<file path="config.mk">
export PLATFORM = sky130hd
export DESIGN_NAME = capture_channel_modes
export DESIGN_NICKNAME = d
export VERILOG_FILES = /design/src/logic/capture_pkg.sv /design/src/logic/edge_if.sv /design/src/logic/capture_channel_modes.sv /design/src/logic/edge_sync.sv
export SDC_FILE = /design/constraint.sdc
export NUM_CORES = 1
export LEC_CHECK = 0
export BUFFER_PORTS_ARGS = -buffer_cell sky130_fd_sc_hd__buf_2
export CAP_MARGIN = 10
export CELL_PAD_IN_SITES_DETAIL_PLACEMENT = 1
export CELL_PAD_IN_SITES_GLOBAL_PLACEMENT = 1
export CORE_ASPECT_RATIO = 0.6
export CORE_UTILIZATION = 49
export CTS_CLUSTER_SIZE = 14
export DETAILED_ROUTE_END_ITERATION = 7
export GPL_ROUTABILITY_DRIVEN = 0
export PLACE_DENSITY = 0.84
export SLEW_MARGIN = 20
export SYNTH_ARGS = -nofsm -noshare
export SYNTH_HDL_FRONTEND = slang
export SYNTH_HIERARCHICAL = 1
export SYNTH_SLANG_ARGS = --single-unit
</file>
<file path="constraint.sdc">
create_clock -name clk_i -period 8.6 [get_ports clk_i]
set_input_delay 0.86 -clock clk_i [delete_from_list [all_inputs] [get_ports clk_i]]
set_output_delay 0.86 -clock clk_i [all_outputs]
set_load 0.01 [all_outputs]
</file>
<file path="src/logic/capture_pkg.sv">
// Package with register map, mode codes and field layout of the capture unit
package capture_pkg;
	localparam int TIMER_W = 16;
	localparam int CHANNELS = 3;
	// ------------------------------------------------------------
	// Register word addresses (byte address bits [5:2])
	// ------------------------------------------------------------
	localparam logic [3:0] ADDR_MODE = 4'h0;
	localparam logic [3:0] ADDR_POS_SEL = 4'h1;
	localparam logic [3:0] ADDR_DIS_CTRL = 4'h2;
	localparam logic [3:0] ADDR_DIS_STATE = 4'h3;
	localparam logic [3:0] ADDR_STATUS = 4'h4;
	localparam logic [3:0] ADDR_CAP0 = 4'h8;
	localparam logic [3:0] ADDR_SHD0 = 4'hc;
	localparam logic [3:0] ADDR_TIMER = 4'h5;
	// ------------------------------------------------------------
	// Fields and reset values
	// ------------------------------------------------------------
	localparam int DIS_BIT = 2;
	localparam int POS_SEL_W = 6;
	localparam logic [11:0] MODE_RESET = 12'h000;
	localparam logic [7:0] POS_SEL_RESET = 8'h00;
	localparam logic [1:0] SRC_PIN = 2'h0;
	localparam logic [1:0] SRC_LATCH = 2'h1;
	localparam logic [5:0] DT_START = 6'h03;
	localparam logic [5:0] DT_SAMPLE = 6'h01;
	localparam logic [5:0] DT_IDLE = 6'h00;
	// ------------------------------------------------------------
	// Channel modes
	// ------------------------------------------------------------
	typedef enum logic [3:0] {
		MODE_OFF = 4'b0000,
		MODE_CMP_A = 4'b0001,
		MODE_CMP_B = 4'b0010,
		MODE_CMP_AB = 4'b0011,
		MODE_DBL_SPLIT = 4'b0100,
		MODE_DBL_RISE = 4'b0101,
		MODE_DBL_FALL = 4'b0110,
		MODE_DBL_ANY = 4'b0111,
		MODE_HALL = 4'b1000,
		MODE_HYST = 4'b1001,
		MODE_MI_RF = 4'b1010,
		MODE_MI_FR = 4'b1011,
		MODE_MI_RR = 4'b1100,
		MODE_MI_FF = 4'b1101,
		MODE_MI_AA = 4'b1110,
		MODE_RSVD = 4'b1111
	} chan_mode_t;
	typedef enum logic [1:0] {
		UNIT_RUN = 2'b00,
		UNIT_DRAIN = 2'b01,
		UNIT_OFF = 2'b10
	} unit_state_t;
endpackage : capture_pkg

</file>
<file path="src/logic/edge_if.sv">
// Interface carrying synchronised levels and edge pulses between modules
`timescale 1ns/1ns
`default_nettype none
interface edge_if #(parameter int N = 6);
	logic [N-1:0] level;
	logic [N-1:0] rise;
	logic [N-1:0] fall;
	modport src (output level, rise, fall);
	modport dst (input level, rise, fall);
endinterface : edge_if
`default_nettype wire

</file>
<file path="src/logic/capture_channel_modes.sv">
// Capture channel mode logic with Wishbone register access
// Behaviour
// - Mode 0100: rise to capture, fall to shadow
// - Mode 0101: rise moves shadow, loads timer
// - Mode 0110: same transfer on falling edge
// - Mode 0111: same transfer on every edge
// - Hall mode: channel 0 captures, others compare
// - Valid hall event captures timer, resets timer
// - Hall edge starts filter, sample at one
// - Mode 1001: position fall clears state bit
// - Mode 1010: input rise, position fall
// - Mode 1011: input fall, position rise
// - Mode 1100: input rise, position rise
// - Mode 1101: input fall, position fall
// - Mode 1110: any input, any position edge
// - Mode 1111 does nothing
// - Position source: pin, latch, else one
// - Select upper two bits read zero
// - Disable request bit two, default zero
// - Disable status bit two set when off
// - Capture-mode input edges set status flags
// - Position event sets channel state bit
`timescale 1ns/1ns
`default_nettype none
module capture_channel_modes
	import capture_pkg::*;
#(
	parameter int TW = TIMER_W
) (
	input wire logic clk_i,
	input wire logic rst_i,
	input wire logic wb_cyc_i,
	input wire logic wb_stb_i,
	input wire logic wb_we_i,
	input wire logic [5:0] wb_adr_i,
	input wire logic [3:0] wb_sel_i,
	input wire logic [31:0] wb_dat_i,
	output logic [31:0] wb_dat_o,
	output logic wb_ack_o,
	input wire logic [2:0] chan_pin_i,
	input wire logic [2:0] pos_pin_i,
	input wire logic [2:0] pos_latch_i,
	input wire logic [2:0] compare_event_i,
	input wire logic [TW-1:0] main_timer_i,
	output logic main_timer_reset_o,
	output logic [2:0] chan_state_o,
	output logic [2:0] compare_en_o,
	output logic unit_clk_en_o
);
	// ------------------------------------------------------------
	// Registers and helpers
	// ------------------------------------------------------------
	logic [11:0] mode_q;
	logic [POS_SEL_W-1:0] pos_sel_q;
	logic dis_req_q;
	logic dis_state_q;
	unit_state_t unit_q;
	logic [2:0] chan_flag_q;
	logic [2:0] state_q;
	logic [TW-1:0] cap_q [CHANNELS];
	logic [TW-1:0] shd_q [CHANNELS];
	logic [5:0] dt_q;
	logic [2:0] hall_last_q;
	logic hall_event_q;
	logic [2:0] pos_src;
	logic [2:0] ch_sel_mask;
	logic [2:0] pos_sel_mask;
	logic [31:0] rd_data;
	logic wr_stb;
	logic rd_stb;
	logic running;
	logic all_hall;

	function automatic chan_mode_t mode_of(input logic [11:0] m, input int n);
		return chan_mode_t'(m[4*n +: 4]);
	endfunction : mode_of

	function automatic logic is_capture(input chan_mode_t m);
		return (m[2] | m[3]) & (m != MODE_RSVD) & (m != MODE_HYST);
	endfunction : is_capture

	// Input sources selected before synchronisation
	always_comb
	begin
		for (int n = 0; n < CHANNELS; n++)
		begin
			unique case (pos_sel_q[2*n +: 2])
				SRC_PIN: pos_src[n] = pos_pin_i[n];
				SRC_LATCH: pos_src[n] = pos_latch_i[n];
				default: pos_src[n] = 1'b1;
			endcase
		end
	end

	edge_if #(.N(6)) edges ();
	edge_sync #(.N(6)) u_sync (
		.clk_i(clk_i),
		.rst_i(rst_i),
		.async_i({pos_src, chan_pin_i}),
		.edges(edges)
	);

	wire logic [2:0] ch_r = edges.rise[2:0];
	wire logic [2:0] ch_f = edges.fall[2:0];
	wire logic [2:0] ps_r = edges.rise[5:3];
	wire logic [2:0] ps_f = edges.fall[5:3];
	wire logic [2:0] ps_lvl = edges.level[5:3];

	assign running = (unit_q == UNIT_RUN);
	assign all_hall = (mode_of(mode_q, 0) == MODE_HALL) && (mode_of(mode_q, 1) == MODE_HALL)
		&& (mode_of(mode_q, 2) == MODE_HALL);

	// ------------------------------------------------------------
	// Capture data path
	// ------------------------------------------------------------
	always_ff @(posedge clk_i)
	begin
		if (rst_i)
		begin
			for (int n = 0; n < CHANNELS; n++)
			begin
				cap_q[n] <= '0;
				shd_q[n] <= '0;
			end
		end
		else if (running)
		begin
			for (int n = 0; n < CHANNELS; n++)
			begin
				unique case (mode_of(mode_q, n))
					MODE_DBL_SPLIT:
					begin
						if (ch_r[n])
							cap_q[n] <= main_timer_i;
						if (ch_f[n])
							shd_q[n] <= main_timer_i;
					end
					MODE_DBL_RISE, MODE_DBL_FALL, MODE_DBL_ANY:
					begin
						if (ch_sel_mask[n])
						begin
							cap_q[n] <= shd_q[n];
							shd_q[n] <= main_timer_i;
						end
					end
					MODE_HALL:
					begin
						if (n == 0 && hall_event_q)
							cap_q[n] <= main_timer_i;
					end
					MODE_MI_RF, MODE_MI_FR, MODE_MI_RR, MODE_MI_FF, MODE_MI_AA:
					begin
						if (ch_sel_mask[n])
							cap_q[n] <= main_timer_i;
						if (pos_sel_mask[n])
							shd_q[n] <= main_timer_i;
					end
					default:
					begin
						// Compare, hysteresis and reserved codes capture nothing
					end
				endcase
			end
		end
	end

	// Edge selection per mode
	always_comb
	begin
		for (int n = 0; n < CHANNELS; n++)
		begin
			unique case (mode_of(mode_q, n))
				MODE_DBL_RISE, MODE_MI_RF, MODE_MI_RR: ch_sel_mask[n] = ch_r[n];
				MODE_DBL_FALL, MODE_MI_FR, MODE_MI_FF: ch_sel_mask[n] = ch_f[n];
				MODE_DBL_ANY, MODE_MI_AA: ch_sel_mask[n] = ch_r[n] | ch_f[n];
				default: ch_sel_mask[n] = 1'b0;
			endcase
			unique case (mode_of(mode_q, n))
				MODE_MI_RF, MODE_MI_FF: pos_sel_mask[n] = ps_f[n];
				MODE_MI_FR, MODE_MI_RR: pos_sel_mask[n] = ps_r[n];
				MODE_MI_AA: pos_sel_mask[n] = ps_r[n] | ps_f[n];
				default: pos_sel_mask[n] = 1'b0;
			endcase
		end
	end

	// ------------------------------------------------------------
	// Hall filter
	// ------------------------------------------------------------
	// The pattern is sampled late so that sensor bounce settles first
	always_ff @(posedge clk_i)
	begin
		if (rst_i)
		begin
			dt_q <= DT_IDLE;
			hall_last_q <= '0;
			hall_event_q <= 1'b0;
		end
		else
		begin
			hall_event_q <= 1'b0;
			if (running && all_hall)
			begin
				if (|(edges.rise[5:3] | edges.fall[5:3]))
					dt_q <= DT_START;
				else if (dt_q != DT_IDLE)
					dt_q <= dt_q - 6'h01;
				if (dt_q == DT_SAMPLE)
				begin
					hall_last_q <= ps_lvl;
					hall_event_q <= (ps_lvl != hall_last_q);
				end
			end
			else
				dt_q <= DT_IDLE;
		end
	end

	always_ff @(posedge clk_i)
	begin
		if (rst_i)
			main_timer_reset_o <= 1'b0;
		else
			main_timer_reset_o <= running && all_hall && hall_event_q;
	end

	// ------------------------------------------------------------
	// Flags and state bits
	// ------------------------------------------------------------
	always_ff @(posedge clk_i)
	begin
		if (rst_i)
			chan_flag_q <= '0;
		else
		begin
			for (int n = 0; n < CHANNELS; n++)
			begin
				// Set wins over a clear in the same cycle
				if (running && is_capture(mode_of(mode_q, n)) && (ch_r[n] | ch_f[n]))
					chan_flag_q[n] <= 1'b1;
				else if (wr_stb && wb_adr_i[5:2] == ADDR_STATUS && wb_sel_i[0] && wb_dat_i[n])
					chan_flag_q[n] <= 1'b0;
			end
		end
	end

	always_ff @(posedge clk_i)
	begin
		if (rst_i)
			state_q <= '0;
		else
		begin
			for (int n = 0; n < CHANNELS; n++)
			begin
				if (running && mode_of(mode_q, n) == MODE_HYST && ps_f[n])
					state_q[n] <= 1'b0;
				else if (running && mode_of(mode_q, n) == MODE_HYST && ps_lvl[n]
					&& compare_event_i[n])
					state_q[n] <= 1'b1;
				else if (running && pos_sel_mask[n])
					state_q[n] <= 1'b1;
				else if (wr_stb && wb_adr_i[5:2] == ADDR_STATUS && wb_sel_i[0]
					&& wb_dat_i[n + 4])
					state_q[n] <= 1'b0;
			end
		end
	end

	always_ff @(posedge clk_i)
	begin
		if (rst_i)
		begin
			chan_state_o <= '0;
			compare_en_o <= '0;
		end
		else
		begin
			chan_state_o <= state_q;
			for (int n = 0; n < CHANNELS; n++)
				compare_en_o[n] <= running && (mode_of(mode_q, n) <= MODE_CMP_AB
					&& mode_of(mode_q, n) != MODE_OFF
					|| mode_of(mode_q, n) == MODE_HYST
					|| (mode_of(mode_q, n) == MODE_HALL && n != 0));
		end
	end

	// ------------------------------------------------------------
	// Disable handshake
	// ------------------------------------------------------------
	always_ff @(posedge clk_i)
	begin
		if (rst_i)
			unit_q <= UNIT_RUN;
		else
		begin
			unique case (unit_q)
				UNIT_RUN:
					if (dis_req_q)
						unit_q <= UNIT_DRAIN;
				UNIT_DRAIN:
					if (!dis_req_q)
						unit_q <= UNIT_RUN;
					else if (dt_q == DT_IDLE && !hall_event_q)
						unit_q <= UNIT_OFF;
				UNIT_OFF:
					if (!dis_req_q)
						unit_q <= UNIT_RUN;
				default:
					unit_q <= UNIT_RUN;
			endcase
		end
	end

	always_ff @(posedge clk_i)
	begin
		if (rst_i)
		begin
			dis_state_q <= 1'b0;
			unit_clk_en_o <= 1'b1;
		end
		else
		begin
			dis_state_q <= (unit_q == UNIT_OFF);
			unit_clk_en_o <= (unit_q != UNIT_OFF);
		end
	end

	// ------------------------------------------------------------
	// Wishbone slave
	// ------------------------------------------------------------
	assign wr_stb = wb_cyc_i && wb_stb_i && wb_we_i && !wb_ack_o;
	assign rd_stb = wb_cyc_i && wb_stb_i && !wb_we_i && !wb_ack_o;

	always_ff @(posedge clk_i)
	begin
		if (rst_i)
		begin
			mode_q <= MODE_RESET;
			pos_sel_q <= POS_SEL_RESET[POS_SEL_W-1:0];
			dis_req_q <= 1'b0;
		end
		else if (wr_stb)
		begin
			unique case (wb_adr_i[5:2])
				ADDR_MODE:
				begin
					if (wb_sel_i[0])
						mode_q[7:0] <= wb_dat_i[7:0];
					if (wb_sel_i[1])
						mode_q[11:8] <= wb_dat_i[11:8];
				end
				ADDR_POS_SEL:
					if (wb_sel_i[0])
						pos_sel_q <= wb_dat_i[POS_SEL_W-1:0];
				ADDR_DIS_CTRL:
					if (wb_sel_i[0])
						dis_req_q <= wb_dat_i[DIS_BIT];
				default:
				begin
				end
			endcase
		end
	end

	always_comb
	begin
		rd_data = '0;
		unique case (wb_adr_i[5:2])
			ADDR_MODE: rd_data[11:0] = mode_q;
			ADDR_POS_SEL: rd_data[POS_SEL_W-1:0] = pos_sel_q;
			ADDR_DIS_CTRL: rd_data[DIS_BIT] = dis_req_q;
			ADDR_DIS_STATE: rd_data[DIS_BIT] = dis_state_q;
			ADDR_STATUS: rd_data[6:0] = {state_q, 1'b0, chan_flag_q};
			ADDR_TIMER: rd_data[TW-1:0] = main_timer_i;
			ADDR_CAP0, ADDR_CAP0 + 4'h1, ADDR_CAP0 + 4'h2:
				rd_data[TW-1:0] = cap_q[wb_adr_i[3:2]];
			ADDR_SHD0, ADDR_SHD0 + 4'h1, ADDR_SHD0 + 4'h2:
				rd_data[TW-1:0] = shd_q[wb_adr_i[3:2]];
			default: rd_data = '0;
		endcase
	end

	// Single-cycle answer; unmapped addresses ack with zero data
	always_ff @(posedge clk_i)
	begin
		if (rst_i)
		begin
			wb_ack_o <= 1'b0;
			wb_dat_o <= '0;
		end
		else
		begin
			wb_ack_o <= wr_stb || rd_stb;
			if (rd_stb)
				wb_dat_o <= rd_data;
		end
	end
endmodule : capture_channel_modes
`default_nettype wire

</file>
<file path="src/logic/edge_sync.sv">
// Two-flop synchroniser with edge detection for the capture inputs
`timescale 1ns/1ns
`default_nettype none
module edge_sync #(
	parameter int N = 6
) (
	input wire logic clk_i,
	input wire logic rst_i,
	input wire logic [N-1:0] async_i,
	edge_if.src edges
);
	logic [N-1:0] meta_q;
	logic [N-1:0] sync_q;
	logic [N-1:0] last_q;
	// First stage feeds the second stage only
	always_ff @(posedge clk_i)
	begin
		if (rst_i)
		begin
			meta_q <= '0;
			sync_q <= '0;
			last_q <= '0;
		end
		else
		begin
			meta_q <= async_i;
			sync_q <= meta_q;
			last_q <= sync_q;
		end
	end
	assign edges.level = sync_q;
	assign edges.rise = sync_q & ~last_q;
	assign edges.fall = ~sync_q & last_q;
endmodule : edge_sync
`default_nettype wire

</file>
Word level (Yosys, flattened, before mapping)
Memory sizes are Yosys's and may differ from the RTL's.
Cells that the tools add are included.

operators by class
  add/subtract/negate cells = 1
  magnitude comparators = 3
  equal/unequal tests = 61
  muxes and demuxes = 135
  bitwise gates (word level) = 41
  reduce and logical (&&, ||, !) cells = 107

operators with widths
  cell                count
  $mux 16             19
  $eq 4x4->1 const B  27
  $mux 1              94
  $eq 4x3->1 const B  14
  $logic_and 1x1->1   45
  $reduce_or 3->1     13
  $or 1x1->1          28
  $reduce_or 2->1     13
  $ne 4x4->1 const B  6
  $pmux 5 s4          1
  $reduce_or 5->1     4
  $pmux 1 s3          6
  $pmux 3 s6          1
  $reduce_and 3->1    5
  $and 6x6->6         2
  $le 4x2->1 const B  3
  $mux 2              6
  $not 6->6           2
  $pmux 2 s6          1
  $pmux 4 s3          1
  $reduce_bool 4->1   3
  $reduce_bool 3->1   3
  $eq 2x1->1 const B  4
  $eq 4x2->1 const B  2
  other kinds (22)    45

storage, ports and cells
  register bits after elaboration = 81
  RAM bits = 96
  output and inout bits = 41
  memories kept = 2

memories
  name   words  width  rd ports  clocked after Yosys merged registers in  write ports  RTL line                     source
  cap_q  3      16     1         0                                        3            capture_channel_modes.sv:60  logic [TW-1:0] cap_q [CHANNELS];
  shd_q  3      16     4         0                                        3            capture_channel_modes.sv:61  logic [TW-1:0] shd_q [CHANNELS];

Logic depth before layout (Yosys ltp)
Gate-level depths: netlist (run 1).

  word-level depth = 12
  mapped depth = 8
  depth with buffers taken out = 6

By module
The synthesis (run 1) kept the hierarchy.

by module, submodules not included
  module                 times used  cells each  area an instance (sq um)  seq. area each (sq um)
  capture_channel_modes  1           815         8405.6                    4144.0
  edge_sync              1           49          564.3                     360.3

Least setup slack after synthesis (run 1)
Ideal clock, no wire load.

  kind = flip-flop to flip-flop
  from = register mode_q[9]
  to = memory shd_q[2][0] in the netlist's numbering (enable)
  arrival time = 2388 ps
  setup slack = 5797 ps
  stages on the path, launching flop included = 6
  buffers on the path = 1
  clock period less this slack = 2803 ps
  cells stage by stage = dfxtp_1 > clkbuf_1 > a22oi_1 > o221ai_1 > a22oi_1 > o31ai_1

RTL lines
  item                      RTL line                      source
  start: declaration        capture_channel_modes.sv:53   logic [11:0] mode_q;
  start signal: assignment  capture_channel_modes.sv:350  mode_q[11:8] <= wb_dat_i[11:8];
  end: declaration          capture_channel_modes.sv:61

==> key figures, run 1 <==
STA
  – Layout Skew: 0.0103 ns
  – FMAX: 298 MHz
  – Slew @ Worst Pin: 1.08 ns
  – Fin. max-slew vios: 0
  – Fin. Hold Viols: 0
  – Slew headroom: 27.4%
  – Hold_ws: 0.437 ns
  – Finish-stage setup viols: 0
  – Post-Route Setup TNS: 0 ns
  – Setup repair after global routing missed its margin: false
  – Tcrit/Tclk final: 39.0%
  – Post-layout min period: 3.36 ns

Clock network
  – Hold buffers post-CTS: 0
  – TritonCTS clock tree: built
  – Clk slew on worst S/H paths: 0.07 ns
  – Post_cts resized: 0
  – Post-CTS setup buffers: 0
  – Num CTS Buffers: 17
  – CTS Buffer Depth: 2
  – CTS H-tree depth: 4
  – Worst skew pair latency: 0.44 ns
  – Clk root buf: clkbuf_16
  – TritonCTS Sinks: 177

Finish
  – Fillers: 1,922
  – Non-Filler Instances: 1,159
  – Final #Nets: 989
  – N_diodes: 0
  – Area Overhead vs Synth: 12.1%
  – Ratio of cells with drive above 1 in the final layout: 17.1%

Min path
  – HP Class: flip-flop to flip-flop

GRT
  – Gr ovfl total: 0
  – Initial antenna violation count: 0
  – Pin count of the biggest net entering global routing: 67
  – Total GRT Usage: 30.1%
  – First-pass GRT wire length: 42.0 mm
  – Vias in the first global route: 7,267

Detailed routing
  – Initial DRT Pass Iterations: 6
  – Routed length per instance: 23.3 um
  – Post-DRT Antenna Nets: 0
  – Drt total wl: 27.0 mm
  – Total number of vias: 7,204
  – Vias/cell: 6.22
  – DRC violations left: 0
  – DR iter-0 viols: 607

Floorplanning
  – Core box area: 0.0175 mm^2
  – Top-level port count: 116
  – Starting density of the core: 51.3%
  – Chip height: 107 um
  – Row count: 37
  – Die W: 177 um
  – Full die area: 0.0189 mm^2

Synth
  – Number of flops mapped to enable cells by yosys: 96
  – Async SR Flop Fraction: 0%
  – Post-synthesis register bit count: 177
  – Area contributors post-synth: edfxtp_1, dfxtp_1, mux2i_1
  – Cell variety after synth: 73
  – Mapped Cells: 864
  – Syn Area/Cell: 10.4 um^2
  – Yosys top cell area share: 32.1%
  – Netlist Area Pre-Place: 0.00897 mm^2
  – Area leader, netlist: edfxtp_1
  – Seq/Total Area, Yosys: 50.2%
  – Most used DFF post-synth: edfxtp_1
  – Yosys warns: 6

Placed design
  – Port bufs: 75
  – Placed cells: 1,126
  – HPWL Detailed: 18.2 mm

Setup path
  – Crit path max fanout: 19
  – Required time worst endpoint: 8.75 ns
  – Worst setup EP type: flip-flop
  – Crit path kind: flip-flop to flip-flop
  – CP arrival: 3.50 ns
  – Startpoint types: flip-flop

Pwr
  – LEAKAGE: 4.01 nW
  – Pwr per Cell Area: 188 mW/mm^2
  – Worst vdd ir: 126 uV

Flow run
  – Max cap viols: 0

Run status
  – Status: finished, final reports clean
==> synthesized netlist by cell type, types with 3 or more instances <==
master      n
nor3_1     14
a21oi_1    28
buf_6       5
a221oi_1    7
o21ai_1    17
clkbuf_1   38
nor2_1     80
buf_4      18
nand3_1    11
xnor2_1     3
nand2_1   105
mux4_2      9
a22o_1      3
nor4_1      3
and3_1      5
buf_2      11
a22oi_1    17
a21boi_1   21
a21boi_2   12
nand4_1     5
inv_1      10
o221ai_1    5
a221o_1     4
nor4b_1     3
edfxtp_1   96
nand3b_1   12
nand4b_1    7
a31oi_1     3
nor2b_1    35
mux2i_1    81
o21ai_0    37
nand2b_1   10
a32o_1      6
nor3b_1     4
and2b_1     7
xor2_1      4
a211o_1     5
dfxtp_1    81
==> area by class of cell <==
class                   instances  area (um^2)  area share [%]
multi-input cells             618         4130            41.0
flip-flops and latches        177         4500            44.8
well taps                     234          293            2.91
repair buffers                 88          477            4.74
clock buffers                  17          425            4.23
clock inverters                15          196            1.95
inverters                      10         37.5           0.373
==> final timing paths <==
| check | from | end | slack (ns) | depth (start not counted) |
|---|---|---|---|---|
| hold / removal | u_sync/meta_q[5] | u_sync/edges.level[5] | 0.44 | 1 |
| hold reg to reg | u_sync/meta_q[5] | u_sync/edges.level[5] | 0.44 | 1 |
| setup reg to reg | mode_q[3] | cap_q[2][6] | 5.24 | 5 |
| setup / recovery | mode_q[3] | cap_q[2][6] | 5.24 | 5 |
==> per-layer routing <==
layer  part of all wire (%)  track usage (%)  vias to the layer above
li1                       -                -                     3218
met1                     45             42.4                     3586
met2                     44             45.5                      355
met3                    9.0             6.42                       45
met4                    1.7             11.0                        0
met5                      0                0                        -
==> worst max-delay path, stage by stage, from the launching register on <==
cell and delay (ns):
dfxtp_1 0.77, nand2b_1 0.30, a21oi_1 0.08, or4_1 0.72, nor4_4 0.98, o21ai_1 0.20
==> metrics by stage <==
stage / util (%) / setup slack, ns / instance area (um^2) / power [mW]
after floorplan: - / 5.80 / 9030 / 1.02
after global placement: 53.9 / 5.06 / 9430 / 1.06
after detailed placement: 53.9 / 5.02 / 9430 / 1.07
after CTS: 57.4 / 5.32 / 10000 / 1.89
after global routing: 57.5 / 5.18 / 10100 / 1.94
final: 57.5 / 5.24 / 10100 / 1.89
==> flip-flops by register name, indices dropped and copies added (netlist names), 2 cells and up <==
name and count:
chan_state_o 3, u_sync/meta_q 6, pos_sel_q 6, chan_flag_q 3
mode_q 12, state_q 3, unit_q 2, wb_dat_o 16
shd_q 48, u_sync/edges.level 6, hall_last_q 3, dt_q 6
cap_q 48, compare_en_o 3, u_sync/last_q 6
==> cell families (layout without fill, tap and decap cells) <==
family,after synthesis,after routing,synth area share (%)
adders and majority gates,2,2,0.279
muxes,92,92,11.5
AOI/OAI and AO/OA,187,187,14.8
and+or+nand+nor,314,314,17.5
other,1,16,0.0418
buffers and inverters,84,130,4.84
DFF,177,177,50.2
xor gates and xnor gates,7,7,0.684
==> layout by cell type, fill, tap and decap left out, types with 21 or more instances in the layout <==
cell type	netlist	layout
nor2b_1	35	35
dfxtp_1	81	81
a21boi_1	21	21
o21ai_0	37	37
a21oi_1	28	28
nor2_1	80	80
mux2i_1	81	81
buf_2	11	75
nand2_1	105	105
edfxtp_1	96	96
==> power by group <==
group	switching (mW)	total, mW	internal, mW
clock	0.367	0.835	0.468
combinational	0.0857	0.130	0.0442
sequential	0.0115	0.922	0.910
(Power assumes the default switching activity.)
==> run 2, diff against run 1 <==
CORE_UTILIZATION = 46   (was 49)
PLACE_DENSITY = 0.8   (was 0.84)
clock period = 3.3 ns   (was 8.6 ns; I/O delays follow)
==> run 2 against run 1 <==
Effect of this change: sequential cell count is the same; sequential power grew to 2.6 times the previous value; register-to-register slack lost 4.7 ns; via count shrank 2.1%; clock skew is essentially flat; highest routed layer unchanged.
==> key figures, run 2 (synthesized netlist as in run 1, its figures left out) <==
Pwr
  – LEAKAGE: 4.08 nW (was 4.01 nW)
  – Pwr per Cell Area: 468 mW/mm^2 (was 188 mW/mm^2)
  – Worst vdd ir: 343 uV (was 126 uV)
  – Pwr Total: 4.75 mW (was 1.89 mW)

STA
  – Fin. Hold Viols: 0 (unchanged)
  – Tcrit/Tclk final: 84.5% (was 39.0%)
  – Slew @ Worst Pin: 0.821 ns (was 1.08 ns)
  – Post-Route Setup TNS: 0 ns (unchanged)
  – Finish-stage setup viols: 0 (unchanged)
  – Final worst slack: 0.511 ns (was 5.24 ns)
  – FMAX: 359 MHz (was 298 MHz)
  – Fin. max-slew vios: 0 (unchanged)
  – Setup repair after global routing missed its margin: false (unchanged)
  – Layout Skew: 0.0100 ns (was 0.0103 ns)
  – Post-layout min period: 2.79 ns (was 3.36 ns)
  – Hold_ws: 0.0954 ns (was 0.437 ns)
  – Slew headroom: 45.1% (was 27.4%)

Min path
  – HP Class: primary input to flip-flop (was flip-flop to flip-flop)
  – Hold worst-path end: u_sync/meta_q[0] (was u_sync/edges.level[5])
  – Hold-critical path depth: 2 (was 1)
  – Min-delay src: chan_pin_i[0] (was u_sync/meta_q[5])

Detailed routing
  – Wire length on met2: 11.5 mm (was 12.0 mm)
  – M1 WL: 13.2 mm (was 12.1 mm)
  – Routed length per instance: 22.5 um (was 23.3 um)
  – Drt total wl: 27.1 mm (was 27.0 mm)
  – Uppermost layer routed: met4 (unchanged)
  – DRC violations left: 0 (unchanged)
  – Total number of vias: 7,050 (was 7,204)
  – Initial DRT Pass Iterations: 5 (was 6)
  – DR iter-0 viols: 761 (was 607)
  – Vias/cell: 5.85 (was 6.22)
  – Routed length on met3: 2.10 mm (was 2.42 mm)
  – Post-DRT Antenna Nets: 0 (unchanged)

Finish
  – N_diodes: 0 (unchanged)
  – Area Overhead vs Synth: 13.1% (was 12.1%)
  – Commonest non-fill, non-tap cells in the layout: nand2_1, edfxtp_1, mux2i_1, dfxtp_1, nor2_1 (unchanged)
  – Final core occ: 53.2% (was 57.5%)
  – Most common cell after layout, fill and taps aside: nand2_1 (unchanged)
  – Final #Nets: 1,004 (was 989)
  – Top Registers: cap_q: 48 flops, shd_q: 48 flops, wb_dat_o: 16 flops (unchanged)
  – Ratio of cells with drive above 1 in the final layout: 18.4% (was 17.1%)

Setup path
  – Reg-to-reg endpoint: cap_q[1][10] (was cap_q[2][6])
  – Worst r2r src: mode_q[0] (was mode_q[3])
  – Critical path origin: mode_q[0] (was mode_q[3])
  – Worst Path Buf+Inv: 1 (was 0)
  – Worst setup EP type: flip-flop (unchanged)
  – Startpoint types: flip-flop (unchanged)
  – Slowest stage cell, crit path: or4_1 (was nor4_4)
  – Most common cell on crit path: nor2_1
  – Critical-path cell list: nor2_1 -> a21boi_1 -> or4_1 -> o31ai_4 -> buf_4 -> nor2_1 (was nand2b_1 -> a21oi_1 -> or4_1 -> nor4_4 -> o21ai_1)
  – Crit path kind: flip-flop to flip-flop (unchanged)
  – R2r worst-path depth: 6 (was 5)
  – Crit path max fanout: 32 (was 19)
  – CP peak stage delay: 0.65 ns (was 0.98 ns)
  – Required time worst endpoint: 3.47 ns (was 8.75 ns)
  – CP arrival: 2.96 ns (was 3.50 ns)
  – Setup slack, reg-to-reg: 0.51 ns (was 5.24 ns)
  – Top cell family by delay on the critical path: simple AND/OR/NAND/NOR gates (unchanged)

Flow run
  – Max cap viols: 0 (unchanged)

Placed design
  – Port bufs: 75 (unchanged)
  – HPWL Detailed: 18.5 mm (was 18.2 mm)
  – Worst slack at placement: 0.590 ns (was 5.02 ns)

Clock network
  – Post_cts resized: 0 (unchanged)
  – Worst skew pair latency: 0.44 ns (about the same)
  – Clk root buf: clkbuf_16 (unchanged)
  – Hold buffers post-CTS: 0 (unchanged)
  – Clk slew on worst S/H paths: 0.07 ns (about the same)
  – TritonCTS Sinks: 177 (unchanged)
  – Num CTS Buffers: 17 (unchanged)
  – CTS Buffer Depth: 2 (unchanged)
  – Post-CTS setup buffers: 0 (unchanged)
  – TritonCTS clock tree: built (unchanged)
  – CTS H-tree depth: 4 (unchanged)

GRT
  – Pin count of the biggest net entering global routing: 46 (was 67)
  – Initial antenna violation count: 0 (unchanged)
  – Total GRT Usage: 27.9% (was 30.1%)
  – Gr ovfl total: 0 (unchanged)
  – First-pass GRT wire length: 41.0 mm (was 42.0 mm)
  – Vias in the first global route: 6,973 (was 7,267)

Run status
  – Status: finished, final reports clean (unchanged)

Floorplanning
  – Chip height: 110 um (was 107 um)
  – Core box area: 0.0191 mm^2 (was 0.0175 mm^2)
  – Full die area: 0.0201 mm^2 (was 0.0189 mm^2)
  – Top-level port count: 116 (unchanged)
  – Starting density of the core: 47.0% (was 51.3%)
  – Row count: 39 (was 37)
  – Die W: 182 um (was 177 um)
## run 2: cell types whose count changed in the layout (fill, tap and decap cells not counted), sizes merged
cell	change
clkinv	-2
clkinvlp	-1
inv	+3
bufinv	-3
buf	+15
clkbuf	+3
## run 2: how the worst max path moves through the flow
stage                    to  cells after the start
6_report       cap_q[1][10]                      6
3_5_place_dp   cap_q[1][10]                      6
2_1_floorplan   shd_q[2][0]                      5
3_3_place_gp    cap_q[0][3]                      6
4_1_cts         cap_q[1][3]                      6
5_1_grt         cap_q[0][5]                      6
## run 2: final cells by class
class,instances,area (um^2)
Clock buffer,20,478
Clock inverter,12,88.8
Fill cell,2094,8930
Inverter,10,37.5
Multi-Input combinational cell,618,4120
Sequential cell,177,4500
Tap cell,266,333
Timing Repair Buffer,103,586
## run 2: power by group
| group | switching, mW | internal [mW] |
|---|---|---|
| Combinational | 0.224 | 0.121 |
| Sequential | 0.0297 | 2.37 |
| Clock | 0.940 | 1.07 |
| Total | 1.19 | 3.56 |
## run 2: metal layers
| metal | global-route usage, % | up-vias |
|---|---|---|
| met4 | 7.98 | 0 |
| met2 | 41.1 | 278 |
| met5 | 0 | - |
| met1 | 40.4 | 3500 |
| met3 | 7.10 | 25 |
| li1 | - | 3247 |
## run 2: through the flow
stage | cells | instance area, um^2
2_1_floorplan | 879 | 9030
3_3_place_gp | 1174 | 9580
3_5_place_dp | 1174 | 9580
4_1_cts | 1206 | 10100
5_1_grt | 1206 | 10100
6_report | 1206 | 10100
==> run 3, diff against run 2 <==
clock period = 2.67 ns   (was 3.3 ns; I/O delays follow)
==> run 3 against run 2 <==
Effect of this change: the flow now finishes with violations (DRC); clock skew grew 0.0011 ns; hold slack lost 0.063 ns; highest routed layer is now met5; sequential share of layout area shrank 0.72 points; maximum frequency grew 12%; via count grew 2.8%.
==> key figures, run 3 (synthesized netlist as in run 1, its figures left out) <==
Finish
  – Fillers: 2,118 (was 2,094)
  – Ratio of cells with drive above 1 in the final layout: 19.6% (was 18.4%)
  – Most common cell after layout, fill and taps aside: nand2_1 (unchanged)
  – Area Overhead vs Synth: 15.0% (was 13.1%)
  – Non-Filler Instances: 1,226 (was 1,206)
  – Final core occ: 54.0% (was 53.2%)
  – Final #Nets: 1,024 (was 1,004)
  – Top Registers: cap_q: 48 flops, shd_q: 48 flops, wb_dat_o: 16 flops (unchanged)
  – Commonest non-fill, non-tap cells in the layout: nand2_1, edfxtp_1, mux2i_1, dfxtp_1, nor2_1 (unchanged)
  – N_diodes: 0 (unchanged)

Clock network
  – CTS Buffer Depth: 2 (unchanged)
  – CTS H-tree depth: 4 (unchanged)
  – TritonCTS Sinks: 177 (unchanged)
  – Worst skew pair latency: 0.45 ns (was 0.44 ns)
  – TritonCTS clock tree: built (unchanged)
  – Post_cts resized: 0 (unchanged)
  – Clk slew on worst S/H paths: 0.07 ns (about the same)
  – Post-CTS setup buffers: 0 (unchanged)
  – Hold buffers post-CTS: 0 (unchanged)
  – Num CTS Buffers: 17 (unchanged)
  – Clk root buf: clkbuf_16 (unchanged)

STA
  – FMAX: 403 MHz (was 359 MHz)
  – Fin. max-slew vios: 0 (unchanged)
  – Slew @ Worst Pin: 0.957 ns (was 0.821 ns)
  – Fin. Hold Viols: 0 (unchanged)
  – Hold_ws: 0.0328 ns (was 0.0954 ns)
  – Tcrit/Tclk final: 93.0% (was 84.5%)
  – Setup repair after global routing missed its margin: false (unchanged)
  – Finish-stage setup viols: 0 (unchanged)
  – Post-Route Setup TNS: 0 ns (unchanged)
  – Post-layout min period: 2.48 ns (was 2.79 ns)
  – Slew headroom: 36.1% (was 45.1%)
  – Final worst slack: 0.187 ns (was 0.511 ns)
  – Layout Skew: 0.0111 ns (was 0.0100 ns)

Detailed routing
  – Post-DRT Antenna Nets: 0 (unchanged)
  – Drt total wl: 27.4 mm (was 27.1 mm)
  – DR iter-0 viols: 761 (unchanged)
  – Total number of vias: 7,244 (was 7,050)
  – Initial DRT Pass Iterations: 7 (was 5)
  – Routed length per instance: 22.3 um (was 22.5 um)
  – DRC violations left: 2 (was 0)
  – Vias/cell: 5.91 (was 5.85)

GRT
  – Vias in the first global route: 7,171 (was 6,973)
  – Pin count of the biggest net entering global routing: 39 (was 46)
  – Gr ovfl total: 0 (unchanged)
  – First-pass GRT wire length: 42.2 mm (was 41.0 mm)
  – Initial antenna violation count: 1 (was 0)
  – Total GRT Usage: 28.5% (was 27.9%)

Floorplanning
  – Starting density of the core: 47.0% (unchanged)
  – Core box area: 0.0191 mm^2 (unchanged)
  – Top-level port count: 116 (unchanged)
  – Die W: 182 um (unchanged)
  – Full die area: 0.0201 mm^2 (unchanged)
  – Chip height: 110 um (unchanged)
  – Row count: 39 (unchanged)

Setup path
  – Required time worst endpoint: 2.86 ns (was 3.47 ns)
  – Crit path kind: flip-flop to flip-flop (unchanged)
  – Worst setup EP type: flip-flop (unchanged)
  – Crit path max fanout: 16 (was 32)
  – CP arrival: 2.68 ns (was 2.96 ns)
  – Startpoint types: flip-flop (unchanged)

Pwr
  – LEAKAGE: 4.15 nW (was 4.08 nW)
  – Pwr per Cell Area: 553 mW/mm^2 (was 468 mW/mm^2)
  – Worst vdd ir: 469 uV (was 343 uV)

Placed design
  – Placed cells: 1,194 (was 1,174)
  – HPWL Detailed: 19.2 mm (was 18.5 mm)
  – Port bufs: 75 (unchanged)
  – Worst slack at placement: 0.207 ns (was 0.590 ns)

Min path
  – HP Class: primary input to flip-flop (unchanged)

Run status
  – Status: complete, but fails checks (was finished, final reports clean)
  – Failing checks: DRC

Flow run
  – Max cap viols: 0 (unchanged)
run 3: cell types whose count changed in the layout (fill, tap and decap cells not counted), sizes merged:
cell / change
buf: +20
inv: -8
clkinvlp: +6
clkinv: +4
clkbuf: -2
run 3: path summary, 6_finish.rpt:
path / from / end / slack [ns] / cells after the start
max: mode_q[1] / cap_q[2][3] / 0.19 / 6
min: chan_pin_i[2] / u_sync/meta_q[2] / 0.03 / 2
max reg2reg: mode_q[1] / cap_q[2][3] / 0.19 / 6
min reg2reg: u_sync/meta_q[2] / u_sync/edges.level[2] / 0.45 / 1
run 3: power by group:
part	internal (mW)	switching, mW
Clock	1.18	1.11
Combinational	0.162	0.284
Sequential	2.93	0.0366
run 3: cell type report:
class	instances	area [um^2]	area share, %
Clock buffer	18	429	4.16
Clock inverter	14	91.3	0.886
Inverter	10	37.5	0.364
Multi-Input combinational cell	618	4120	39.9
Sequential cell	177	4500	43.7
Tap cell	266	333	3.23
Timing Repair Buffer	123	798	7.74
run 3: stage by stage:
stage	power (mW)	instance area, um^2
global placement	3.44	9790
floorplan	3.28	9040
global route	5.88	10300
finish	5.70	10300
CTS	5.72	10300
detailed placement	3.46	9790
run 3: routing by layer:
| metal | share of wire (%) | up-vias | GRT usage (%) |
|---|---|---|---|
| met1 | 48 | 3622 | 40.8 |
| met2 | 43 | 273 | 42.7 |
| met4 | 1.8 | 2 | 8.46 |
| met5 | 0.048 | - | 0 |
| li1 | - | 3299 | - |
| met3 | 7.2 | 48 | 6.73 |
run 3: worst max-delay path: stages, from the launching register on:
cell and delay [ns]:
dfxtp_1 0.51, nor2_1 0.22, a21boi_1 0.18, or4_1 0.66, nor4_4 0.37, buf_12 0.19
o21ai_1 0.09
